--- src/parity_csr_regs.vh ---
// Constants for the byte-parity logic and its control and status register
// What this block does
// - Write stores odd parity for low byte
// - Write stores even parity for high byte
// - Generate on writes, check on reads
// - Wrong-parity bit corrupts stored parity bits
// - Read expects byte0 even, byte1 odd
// - Report needs enable, error, read gate negated
// - Enabled error drives both flag lines
// - Enable bit read/write, cleared by init
// - Latched read error makes capture strobe
// - Capture A11-A17 to 5-11, latch A18-A21
// - Bit 14 selects upper address on read
// - Address bits read/write, survive init
// - Newest error overwrites captured address
// - Bits 1,3,4,12,13 read zero
// - Wrong-parity bit read/write, cleared by init
// - Bit 15 set on error, drives lamp
// - Bit 15 read/write, init clears, sticky
// - Register and refresh cycles inhibit parity
// - Register select on address match; strobes suppressed
// - Register read latched at reply, driven on data-in strobe
`ifndef PARITY_CSR_REGS_VH
`define PARITY_CSR_REGS_VH
`define BIT_PAR_EN 0
`define BIT_WRONG_PAR 2
`define BIT_ADDR_LO 5
`define BIT_ADDR_HI 11
`define BIT_EXT_RD 14
`define BIT_PAR_ERR 15
`define ADDR_LO_W 7
`define ADDR_UP_W 4
`define FLD_A_LO_LSB 11
`define FLD_A_LO_MSB 17
`define FLD_A_UP_LSB 18
`define FLD_A_UP_MSB 21
`define SEL_LSB 1
`define SEL_MSB 4
`endif

--- src/parity_error_csr.v ---
// Byte-parity generate/check logic with its control and status register
`timescale 1ns/1ns
`include "parity_csr_regs.vh"
module parity_error_csr
(
  input wire clk_sys_in,
  input wire arst_n_in,
  input wire bus_init_in,
  input wire [21:0] addr_in,
  input wire [3:0] reg_select_jumpers_in,
  input wire addr_strobe_in,
  input wire word_or_byte_write_cycle_in,
  input wire read_cycle_in,
  input wire read_modify_write_cycle_in,
  input wire refresh_cycle_in,
  input wire write_strobe_in,
  input wire [15:0] data_lines_in,
  input wire read_data_latch_in,
  input wire [15:0] mem_data_in,
  input wire low_byte_parity_bit_in,
  input wire high_byte_parity_bit_in,
  input wire read_in_gate_in,
  input wire reply_in,
  input wire data_in_strobe_in,
  output wire reg_selected_out,
  output wire row_col_strobe_inhibit_out,
  output reg low_byte_parity_bit_out,
  output reg high_byte_parity_bit_out,
  output wire parity_store_out,
  output wire parity_error_detect_out,
  output wire capture_strobe_out,
  output reg error_flag_line_lo_out,
  output reg error_flag_line_hi_out,
  output reg [15:0] reg_read_data_out,
  output wire reg_read_drive_out,
  output wire error_lamp_out
);

  reg sel_q;
  reg [21:0] lat_addr_q;
  reg par_en_q;
  reg wrong_par_q;
  reg ext_rd_q;
  reg par_err_q;
  reg [`ADDR_LO_W-1:0] addr_lo_q;
  reg [`ADDR_UP_W-1:0] addr_up_q;
  reg [15:0] csr_view;
  wire sel_match;
  wire mem_access;
  wire wr_cycle;
  wire rd_cycle;
  wire gen_lo;
  wire gen_hi;
  wire par_ok_lo;
  wire par_ok_hi;
  wire err_raw;
  wire report;
  wire reg_wr;
  wire capture;

  // Register select by address match
  assign sel_match = (addr_in[`SEL_MSB:`SEL_LSB] == reg_select_jumpers_in);

  // Select latched at address strobe
  always @(posedge clk_sys_in or negedge arst_n_in)
  begin
    if (!arst_n_in)
    begin
      sel_q <= 1'h0;
    end
    else if (addr_strobe_in)
    begin
      sel_q <= sel_match;
    end
  end

  // Access address kept for capture
  always @(posedge clk_sys_in or negedge arst_n_in)
  begin
    if (!arst_n_in)
    begin
      lat_addr_q <= 22'h000000;
    end
    else if (addr_strobe_in)
    begin
      lat_addr_q <= addr_in;
    end
  end

  assign reg_selected_out = sel_q;

  assign row_col_strobe_inhibit_out = sel_q;

  assign mem_access = !sel_q && !refresh_cycle_in;

  assign wr_cycle = word_or_byte_write_cycle_in && write_strobe_in;
  assign rd_cycle = read_cycle_in || read_modify_write_cycle_in;

  assign gen_lo = ~(^data_lines_in[7:0]);

  assign gen_hi = ^data_lines_in[15:8];

  always @(posedge clk_sys_in or negedge arst_n_in)
  begin
    if (!arst_n_in)
    begin
      low_byte_parity_bit_out <= 1'h0;
    end
    else
    begin
      low_byte_parity_bit_out <= gen_lo ^ wrong_par_q;
    end
  end

  always @(posedge clk_sys_in or negedge arst_n_in)
  begin
    if (!arst_n_in)
    begin
      high_byte_parity_bit_out <= 1'h0;
    end
    else
    begin
      high_byte_parity_bit_out <= gen_hi ^ wrong_par_q;
    end
  end

  // store parity on memory writes only
  assign parity_store_out = wr_cycle && mem_access;

  // byte 0 even, byte 1 odd
  assign par_ok_lo = ~(^{low_byte_parity_bit_in, mem_data_in[7:0]});
  assign par_ok_hi = ^{high_byte_parity_bit_in, mem_data_in[15:8]};

  assign err_raw = mem_access && rd_cycle && !(par_ok_lo && par_ok_hi);
  assign parity_error_detect_out = err_raw;

  assign capture = err_raw && read_data_latch_in;
  assign capture_strobe_out = capture;

  assign report = par_en_q && err_raw && !read_in_gate_in;

  always @(posedge clk_sys_in or negedge arst_n_in)
  begin
    if (!arst_n_in)
    begin
      error_flag_line_lo_out <= 1'h0;
    end
    else
    begin
      error_flag_line_lo_out <= report;
    end
  end

  always @(posedge clk_sys_in or negedge arst_n_in)
  begin
    if (!arst_n_in)
    begin
      error_flag_line_hi_out <= 1'h0;
    end
    else
    begin
      error_flag_line_hi_out <= report;
    end
  end

  assign reg_wr = sel_q && wr_cycle;

  always @(posedge clk_sys_in or negedge arst_n_in)
  begin
    if (!arst_n_in)
    begin
      par_en_q <= 1'h0;
    end
    else if (bus_init_in)
    begin
      par_en_q <= 1'h0;
    end
    else if (reg_wr)
    begin
      par_en_q <= data_lines_in[`BIT_PAR_EN];
    end
  end

  always @(posedge clk_sys_in or negedge arst_n_in)
  begin
    if (!arst_n_in)
    begin
      wrong_par_q <= 1'h0;
    end
    else if (bus_init_in)
    begin
      wrong_par_q <= 1'h0;
    end
    else if (reg_wr)
    begin
      wrong_par_q <= data_lines_in[`BIT_WRONG_PAR];
    end
  end

  always @(posedge clk_sys_in or negedge arst_n_in)
  begin
    if (!arst_n_in)
    begin
      ext_rd_q <= 1'h0;
    end
    else if (bus_init_in)
    begin
      ext_rd_q <= 1'h0;
    end
    else if (reg_wr)
    begin
      ext_rd_q <= data_lines_in[`BIT_EXT_RD];
    end
  end

  always @(posedge clk_sys_in or negedge arst_n_in)
  begin
    if (!arst_n_in)
    begin
      par_err_q <= 1'h0;
    end
    else if (bus_init_in)
    begin
      par_err_q <= 1'h0;
    end
    else if (capture)
    begin
      par_err_q <= 1'h1;
    end
    else if (reg_wr)
    begin
      par_err_q <= data_lines_in[`BIT_PAR_ERR];
    end
  end

  always @(posedge clk_sys_in or negedge arst_n_in)
  begin
    if (!arst_n_in)
    begin
      addr_lo_q <= 7'h00;
    end
    else if (capture)
    begin
      addr_lo_q <= lat_addr_q[`FLD_A_LO_MSB:`FLD_A_LO_LSB];
    end
    else if (reg_wr && !ext_rd_q)
    begin
      addr_lo_q <= data_lines_in[`BIT_ADDR_HI:`BIT_ADDR_LO];
    end
  end

  always @(posedge clk_sys_in or negedge arst_n_in)
  begin
    if (!arst_n_in)
    begin
      addr_up_q <= 4'h0;
    end
    else if (capture)
    begin
      addr_up_q <= lat_addr_q[`FLD_A_UP_MSB:`FLD_A_UP_LSB];
    end
    else if (reg_wr && ext_rd_q)
    begin
      addr_up_q <= data_lines_in[`BIT_ADDR_LO+`ADDR_UP_W-1:`BIT_ADDR_LO];
    end
  end

  always @*
  begin
    csr_view = 16'h0000;
    csr_view[`BIT_PAR_EN] = par_en_q;
    csr_view[`BIT_WRONG_PAR] = wrong_par_q;
    csr_view[`BIT_EXT_RD] = ext_rd_q;
    csr_view[`BIT_PAR_ERR] = par_err_q;
    if (ext_rd_q)
    begin
      csr_view[`BIT_ADDR_LO+`ADDR_UP_W-1:`BIT_ADDR_LO] = addr_up_q;
    end
    else
    begin
      csr_view[`BIT_ADDR_HI:`BIT_ADDR_LO] = addr_lo_q;
    end
  end

  always @(posedge clk_sys_in or negedge arst_n_in)
  begin
    if (!arst_n_in)
    begin
      reg_read_data_out <= 16'h0000;
    end
    else if (sel_q && reply_in)
    begin
      reg_read_data_out <= csr_view;
    end
  end

  assign reg_read_drive_out = sel_q && data_in_strobe_in;

  assign error_lamp_out = par_err_q;

endmodule

--- config.mk ---
export PLATFORM = sky130hd
export DESIGN_NAME = parity_error_csr
export DESIGN_NICKNAME = d
export VERILOG_FILES = /design/src/parity_error_csr.v
export VERILOG_INCLUDE_DIRS = /design/src
export SDC_FILE = /design/constraint.sdc
export NUM_CORES = 1
export LEC_CHECK = 0
export ABC_AREA = 0
export BUFFER_PORTS_ARGS = -buffer_cell sky130_fd_sc_hd__buf_2
export CORE_ASPECT_RATIO = 1.1
export CORE_MARGIN = 2
export CORE_UTILIZATION = 50
export DETAILED_ROUTE_END_ITERATION = 6
export PLACE_DENSITY_LB_ADDON = 0.1
export RECOVER_POWER = 25
export SYNTH_ARGS = -nofsm -noshare
export SYNTH_HDL_FRONTEND = slang
export SYNTH_SLANG_ARGS = --single-unit
--- constraint.sdc ---
create_clock -name clk_sys_in -period 2.85 [get_ports clk_sys_in]
set_input_delay 0.285 -clock clk_sys_in [delete_from_list [all_inputs] [get_ports clk_sys_in]]
set_output_delay 0.285 -clock clk_sys_in [all_outputs]
set_load 0.02 [all_outputs]
After elaboration in Yosys (flattened, before gate mapping)
Index checks and enable logic that the tools add are counted.
- bits in registers: 52
- bitwise operators: 4
- mux-type cells: 15
- equality and inequality tests: 1
- reduce and logical (&&, ||, !) cells: 28
- operator list (operator ; count):
    XOR reduction 9 bit ; 2
    XOR reduction 8 bit ; 2
    logical AND 1 bit ; 14
    2-to-1 mux 7 bit ; 2
    2-to-1 mux 4 bit ; 3
    2-to-1 mux 1 bit ; 9
    nonzero test 2 bit ; 3
    zero test 1 bit ; 5
    == test 4 bit ; 1
    2-to-1 mux 3 bit ; 1
    nonzero test 3 bit ; 1
    inverter 1 bit ; 2
    bitwise XOR 1 bit ; 2
    logical OR 1 bit ; 1

Logic depth before layout (Yosys ltp)
Gate-level depths: netlist of the first run.
- depth after elaboration: 8
- gate-level depth with buffers: 6
- gate-level depth less buffers: 6

Worst setup path after synthesis of the first run
OpenSTA, ideal clock, no wires.
- path type: register to register
- from: register sel_q, in the netlist reg_selected_out
- to: register addr_lo_q[0]
- buffers on the path: 0
- setup time: 0.125 ns
- cell stages (with the launch flop): 5
- data arrival time: 1.813 ns
- clock period less this slack: 1.938 ns
- slack: 0.912 ns
- cell sequence: dfrtp_1 nand3_1 nor2_1 mux2_2 mux2_2
- longest elaborated chain between the ends: 6
- elaborated cells on any way between the ends: 9
- classes of those cells: 1 x mux; 8 x reduce/logical
- ends and longest elaborated chain (what ; line ; source):
    start: declaration ; parity_error_csr.v:39 ; reg sel_q;
    start signal: assignment ; parity_error_csr.v:73 ; sel_q <= sel_match;
    zero test 1 bit ; parity_error_csr.v:94 ; assign mem_access = !sel_q && !refresh_cycle_in;
    logical AND 1 bit ; parity_error_csr.v:94 ;
    logical AND 1 bit (2 in a row) ; parity_error_csr.v:134 ; assign err_raw = mem_access && rd_cycle && !(par_ok_lo && par_ok_hi);
    logical AND 1 bit ; parity_error_csr.v:137 ; assign capture = err_raw && read_data_latch_in;
    2-to-1 mux 7 bit or nonzero test 2 bit (tied branches) ; n/a ;
    end signal: assignment ; parity_error_csr.v:244 ; addr_lo_q <= lat_addr_q[`FLD_A_LO_MSB:`FLD_A_LO_LSB];
    end signal: assignment ; parity_error_csr.v:248 ; addr_lo_q <= data_lines_in[`BIT_ADDR_HI:`BIT_ADDR_LO];
    end: declaration ; parity_error_csr.v:45 ; reg [`ADDR_LO_W-1:0] addr_lo_q;
Parallel ways exist; a longest one is shown, timed or not.
A chain may end at the register's enable or synchronous reset.

Worst setup path after layout of the first run
- from: register sel_q, in the netlist reg_selected_out
- to: output port capture_strobe_out
- longest elaborated chain between the ends: 5
- ends and longest elaborated chain (what ; line ; source):
    zero test 1 bit ; parity_error_csr.v:94 ;
    logical AND 1 bit ; parity_error_csr.v:94 ;
    logical AND 1 bit (2 in a row) ; parity_error_csr.v:134 ;
    logical AND 1 bit ; parity_error_csr.v:137 ;
    end: declaration ; parity_error_csr.v:31 ; output wire capture_strobe_out,
No other way between the ends.

==> results of run 1 <==
per-layer routing:
| layer | vias to the layer above | GRT usage | share of wire |
|---|---|---|---|
| li1 | 767 | - | - |
| met1 | 718 | 0.216 | 0.42 |
| met2 | 69 | 0.338 | 0.49 |
| met3 | 4 | 0.0620 | 0.079 |
| met4 | 0 | 0.0476 | 0.0084 |
| met5 | - | 0 | 0 |
cell type report:
class                   count  area [sq um]  area share
inverters                   2          7.51     0.00279
repair buffers             88           442       0.164
well taps                  52          65.1      0.0242
clock buffers               7          96.3      0.0358
flip-flops and latches     41          1030       0.381
multi-input cells         126          1050       0.390
clock inverters             1          5.00     0.00186
flip-flops by register name, summed over array words and instances (netlist names):
| register | flops |
|---|---|
| addr_up_q | 4 |
| error_lamp_out | 1 |
| par_en_q | 1 |
| error_flag_line_hi_out | 1 |
| ext_rd_q | 1 |
| low_byte_parity_bit_out | 1 |
| wrong_par_q | 1 |
| reg_selected_out | 1 |
| lat_addr_q | 11 |
| addr_lo_q | 7 |
| high_byte_parity_bit_out | 1 |
| reg_read_data_out | 11 |
worst max-delay path: stages, from the launching register on:
cell	delay, ns
dfrtp_1	0.48
nor2_1	0.17
o21ai_0	0.16
nor2_1	0.31
o21ai_4	0.19
inv_1	0.16
buf_2	0.19
worst max path at each step:
| stage | depth (start not counted) | start | to |
|---|---|---|---|
| detailed placement | 7 | mem_data_in[10] | capture_strobe_out |
| global placement | 7 | mem_data_in[10] | capture_strobe_out |
| CTS | 6 | reg_selected_out | capture_strobe_out |
| global route | 6 | reg_selected_out | capture_strobe_out |
| floorplan | 4 | reg_selected_out | addr_lo_q[0] |
| finish | 6 | reg_selected_out | capture_strobe_out |
cells by family (layout without fill, tap and decap cells):
logic type                Yosys count  in the layout
AOI/OAI and AO/OA                  19             19
other                               1              5
DFF                                41             41
xor gates and xnor gates           34             34
muxes                              40             40
and+or+nand+nor                    28             28
buffers and inverters              12             98
synth_stat cells, drive strengths merged, types with 2 or more instances:
cell type   n  area [sq um]
nor2        8          30.0
inv         2          7.51
mux2       32           360
xor2       10          87.6
nand2b      3          18.8
o21ai      12          71.3
dfrtp      41          1030
xnor3       2          46.3
nand2      11          41.3
buf         9          60.1
o211ai      6          45.0
mux2i       8          80.1
xnor2      22           208
where the power goes:
group	total, mW	switching (mW)	internal, mW	leakage [nW]
combinational	0.589	0.294	0.296	0.792
clock	0.406	0.187	0.219	0.0542
sequential	0.809	0.0743	0.735	0.513
total	1.80	0.555	1.25	1.36
==> results.md, run 1 <==
* Status: complete, but fails checks
* Failing checks: max-capacitance violations, max-slew violations
* Flop2flop setup slack at 0.85 ns
* Cts hold-fix bufs at 0
* Post-synthesis simple-gate area fraction at 0.0604
* Clk sinks at 41
* Final hold viol count at 0
* Placer Congestion at 0.808
* Total gr overflow at 0
* Worst Hold End: error_flag_line_hi_out
* Max_cap viols at 1
* Placed Area at 0.00259 sq mm
* Layout cells sized above 1 at 0.494
* Nets at 337
* Core area at 0.00402 sq mm
* Syn Inst Count at 175
* Post-synth EDFFs at 0
* Yosys Warn Count at 0
* Hold_sp: read_in_gate_in
* Crit start category: flop
* Util after Layout at 0.669
* Largest family of logic cells by synthesized area: multiplexers
* Setup crit end kind: primary output
* Slew @ Worst Pin at 2.12 ns
* CTS-repair resized insts at 0
* I/O pin count at 100
* Fin. max-slew vios at 42
* Period minus WS final at 2.23 ns
* Placed cells at 309
* Worst Skew at 0.00908 ns
* Fin crit share at 0.782
* Synth async-reset ratio at 1.00
* N_diodes at 0
* Mux contribution to synthesized area at 0.206
* TritonCTS clock tree: built
* P&R area growth vs syn at 26.2%
* Commonest cells after routing, fill and taps aside: buf_2 (86), dfrtp_1 (41), mux2_2 (32)
* R2r worst-path depth at 5
* Reg clk slew, reported paths at 0.07 ns
* Maximum clock frequency at 449 MHz
* Final setup vio count at 0
* Starting Density at 0.530
* Crit path DAT at 1.94 ns
* Synth Register Bits at 41
* Yosys cell types at 26
* Die Y at 72.5 um
* Via density per instance at 4.91
* Remaining antenna violation count at 0
* Syn_area_per_cell at 12.2 sq um
* Maximum vdd ir drop at 0.000354 V
* Final cell count without fillers at 317
* PnR worst setup slack at 0.621 ns
* Largest net degree at the start of global routing at 42
* Clk Tree Root Cell: clkbuf_8
* Pre-antenna DRT Iters at 4
* Vias in the first global route at 1597
* Worst relative slew slack at -0.412
* Worst slack, placed at 0.680 ns
* # fillers at 343
* Reg2reg end: addr_lo_q[0]
* Initial antenna violation count at 0
* Tot Pwr at 1.80 mW
* CTS Buf Count at 5
* Setup CP Type: reg2out
* CP max FO at 10
* GR Util All Layers at 0.189
* Post-Synth XOR/XNOR Area at 0.160
* Worst r2r src: reg_selected_out
* # DRC at 0
* P per Cell Area at 670 mW/mm^2
* Ys flop type: dfrtp_1
* Post-CTS Setup Bufs at 0
* Final hold slack at 0.166 ns
* Commonest non-fill, non-tap cell in the layout: buf_2
* Hold path cells at 2
* Leak at 1.36 nW
* Input/output buffers at 87
* 1st-iter DRT viols at 96
* DPL Wire Length at 3.17 mm
* RSZ-0062 raised after global routing: no
* Worst-Skew Late Latency at 0.29 ns
* Critical Path RT at 2.57 ns
* Die width at 66.3 um
* First-pass GRT wire length at 6.89 mm
* Compound-Gate Fraction of Synth Area at 0.0569
* Die Area at 0.00481 sq mm
* Finished Cell Area at 0.00269 sq mm
* Post-synthesis sequential area ratio at 0.481
* Synth Area in Adders at 0
* Routed wire length at 3.95 mm
* Setup TNS at 0 ns
* CTS max path bufs at 2
* Cell area after synthesis at 0.00213 sq mm
* Per-cell routed wire length at 12.5 um
* FP Rows at 24
* HP Class: in2reg
* Via count at 1558
* H-Tree Level Count at 2
Note: power is estimated with default switching activity, not from simulation.
==> run 2: changes to the inputs <==
- ABC_AREA: 0 -> 1
- CORE_UTILIZATION: 50 -> 43
- clock period: 2.85 -> 2 ns (I/O delays scaled with it)
==> results.md, run 2 <==
* Starting Density at 0.441
* Vias in the first global route at 1774
* R2r worst-path depth at 7
* Remaining antenna violation count at 0
* H-Tree Level Count at 2
* Post-synthesis sequential area ratio at 0.437
* Total gr overflow at 0
* P per Cell Area at 848 mW/mm^2
* Post-synthesis simple-gate area fraction at 0.269
* Yosys cell types at 30
* Final hold slack at 0.0599 ns
* P&R area growth vs syn at 23.7%
* CTS Buf Count at 5
* Maximum vdd ir drop at 0.000459 V
* Largest family of logic cells by synthesized area: simple AND/OR/NAND/NOR gates
* DPL Wire Length at 3.80 mm
* Slew @ Worst Pin at 0.975 ns
* FP Rows at 28
* Ys flop type: dfrtp_1
* Via density per instance at 4.56
* Setup crit end kind: primary output
* Mux contribution to synthesized area at 0.0528
* Worst-Skew Late Latency at 0.29 ns
* Synth top area cells: dfrtp_1 (44%), nand3_1 (6.4%), xnor2_1 (6.0%)
* Core area at 0.00533 sq mm
* TritonCTS clock tree: built
* Max_cap viols at 0
* Via count at 1885
* Per-cell routed wire length at 11.5 um
* Input/output buffers at 87
* Die Area at 0.00607 sq mm
* Synth async-reset ratio at 1.00
* Yosys Warn Count at 0
* Status: complete, no violations
* Setup CP Type: reg2out
* RSZ-0062 raised after global routing: no
* Synth area leader: dfrtp_1
* Compound-Gate Fraction of Synth Area at 0.0485
* Crit path DAT at 1.56 ns
* Routed wire length at 4.75 mm
* Clk Tree Root Cell: clkbuf_8
* Synth Register Bits at 41
* Largest net degree at the start of global routing at 40
* Worst Skew at 0.00355 ns
* Initial antenna violation count at 0
* Post-Synth XOR/XNOR Area at 0.112
* Critical Path RT at 1.80 ns
* Cell area after synthesis at 0.00235 sq mm
* Syn Inst Count at 247
* Crit start category: flop
* Synth Area in Adders at 0
* CP max FO at 8
* Die Y at 81.5 um
* N_diodes at 0
* Nets at 410
* # DRC at 0
* Hold path cells at 2
* Post-synth EDFFs at 0
* Reg clk slew, reported paths at 0.08 ns
* Clk sinks at 41
* Setup TNS at 0 ns
* First-pass GRT wire length at 8.10 mm
* Tot Pwr at 2.46 mW
* Fin crit share at 0.878
* CTS-repair resized insts at 0
* Die width at 74.4 um
* Synth top cells by count: dfrtp_1 (41), nand2_1 (36), nand3_1 (30)
* Top-area cell type share of the netlist area at 0.437
* Placer Congestion at 0.779
* Top-count cell post-synth: dfrtp_1
* Layout cells sized above 1 at 0.420
* Commonest cells after routing, fill and taps aside: buf_2 (86), dfrtp_1 (41), nand2_1 (36)
* Leak at 1.52 nW
* Commonest non-fill, non-tap cell in the layout: buf_2
* CTS max path bufs at 2
* Top flop regs: lat_addr_q: 11 flops, reg_read_data_out: 11 flops, addr_lo_q: 7 flops
* Final hold viol count at 0
* Pre-antenna DRT Iters at 4
* I/O pin count at 100
* Period minus WS final at 1.76 ns
* Worst relative slew slack at 0.350
* 1st-iter DRT viols at 56
* Syn_area_per_cell at 9.50 sq um
* GR Util All Layers at 0.174
* Maximum clock frequency at 570 MHz
* Fin. max-slew vios at 0
* HP Class: in2reg
* Final setup vio count at 0
run 2: changes by cell type after synthesis, sizes merged, moves of 7 or more:
cell   before  now
a21oi       1    8
inv         2   25
mux2       32   11
mux2i       8    0
nand2      11   51
nand3       1   40
run 2: worst max-delay path, stage by stage, from the launching register on:
cell and delay (ns):
dfrtp_1 0.48, nor3_4 0.30, nand2_4 0.11, nor2_8 0.18, buf_2 0.20
run 2: per-stage QoR:
| stage | cells | worst slack, ns | utilization | cell area (sq um) |
|---|---|---|---|---|
| 6_report | 413 | 0.244 | 0.545 | 2900 |
| 5_1_grt | 413 | 0.143 | 0.545 | 2900 |
| 4_1_cts | 413 | 0.215 | 0.548 | 2920 |
| 3_5_place_dp | 404 | 0.372 | 0.531 | 2830 |
| 3_3_place_gp | 404 | 0.378 | 0.531 | 2830 |
| 2_1_floorplan | 251 | 0.499 | - | 2360 |
run 2: power breakdown:
group	internal [mW]	total [mW]	switching [mW]
sequential	1.03	1.14	0.111
combinational	0.331	0.795	0.464
clock	0.242	0.524	0.282
run 2: final cells by class:
| type | instances | area, sq um |
|---|---|---|
| sequential | 41 | 1030 |
| fill | 529 | 2420 |
| timing repair buffer | 90 | 457 |
| multi-input combinational | 174 | 1150 |
| inverter | 25 | 93.8 |
| clock buffer | 6 | 72.6 |
| tap | 75 | 93.8 |
| clock inverter | 2 | 10.0 |
run 2: cells by family (layout without fill, tap and decap cells):
kind of cell / after synthesis / in the layout
simple gates: 108 / 108
flops: 41 / 41
buf+inv: 36 / 123
xor+xnor: 30 / 30
compound gates: 20 / 20
mux: 11 / 11
other cells: 1 / 5
run 2: final timing paths:
kind / from / end / slack [ns]
min in group asynchronous: arst_n_in / error_flag_line_hi_out / 0.23
worst max register to register: reg_selected_out / addr_lo_q[3] / 0.37
worst min-delay path: read_in_gate_in / error_flag_line_hi_out / 0.06
worst max-delay path: reg_selected_out / capture_strobe_out / 0.24
max in group asynchronous: arst_n_in / lat_addr_q[15] / 0.63
worst min register to register: reg_read_data_out[0] / reg_read_data_out[0] / 0.49
run 2: repair_timing:
action,in CTS,in global routing
hold buffers,1,0
buffers inserted,0,0
endpoints found under the hold margin,41,0
run 2: layer usage:
layer / GRT usage / vias up / share of wire
met2: 0.293 / 48 / 0.50
met5: 0 / - / 0
met4: 0.0482 / 0 / 0.0063
li1: - / 971 / -
met1: 0.225 / 864 / 0.45
met3: 0.0368 / 2 / 0.049
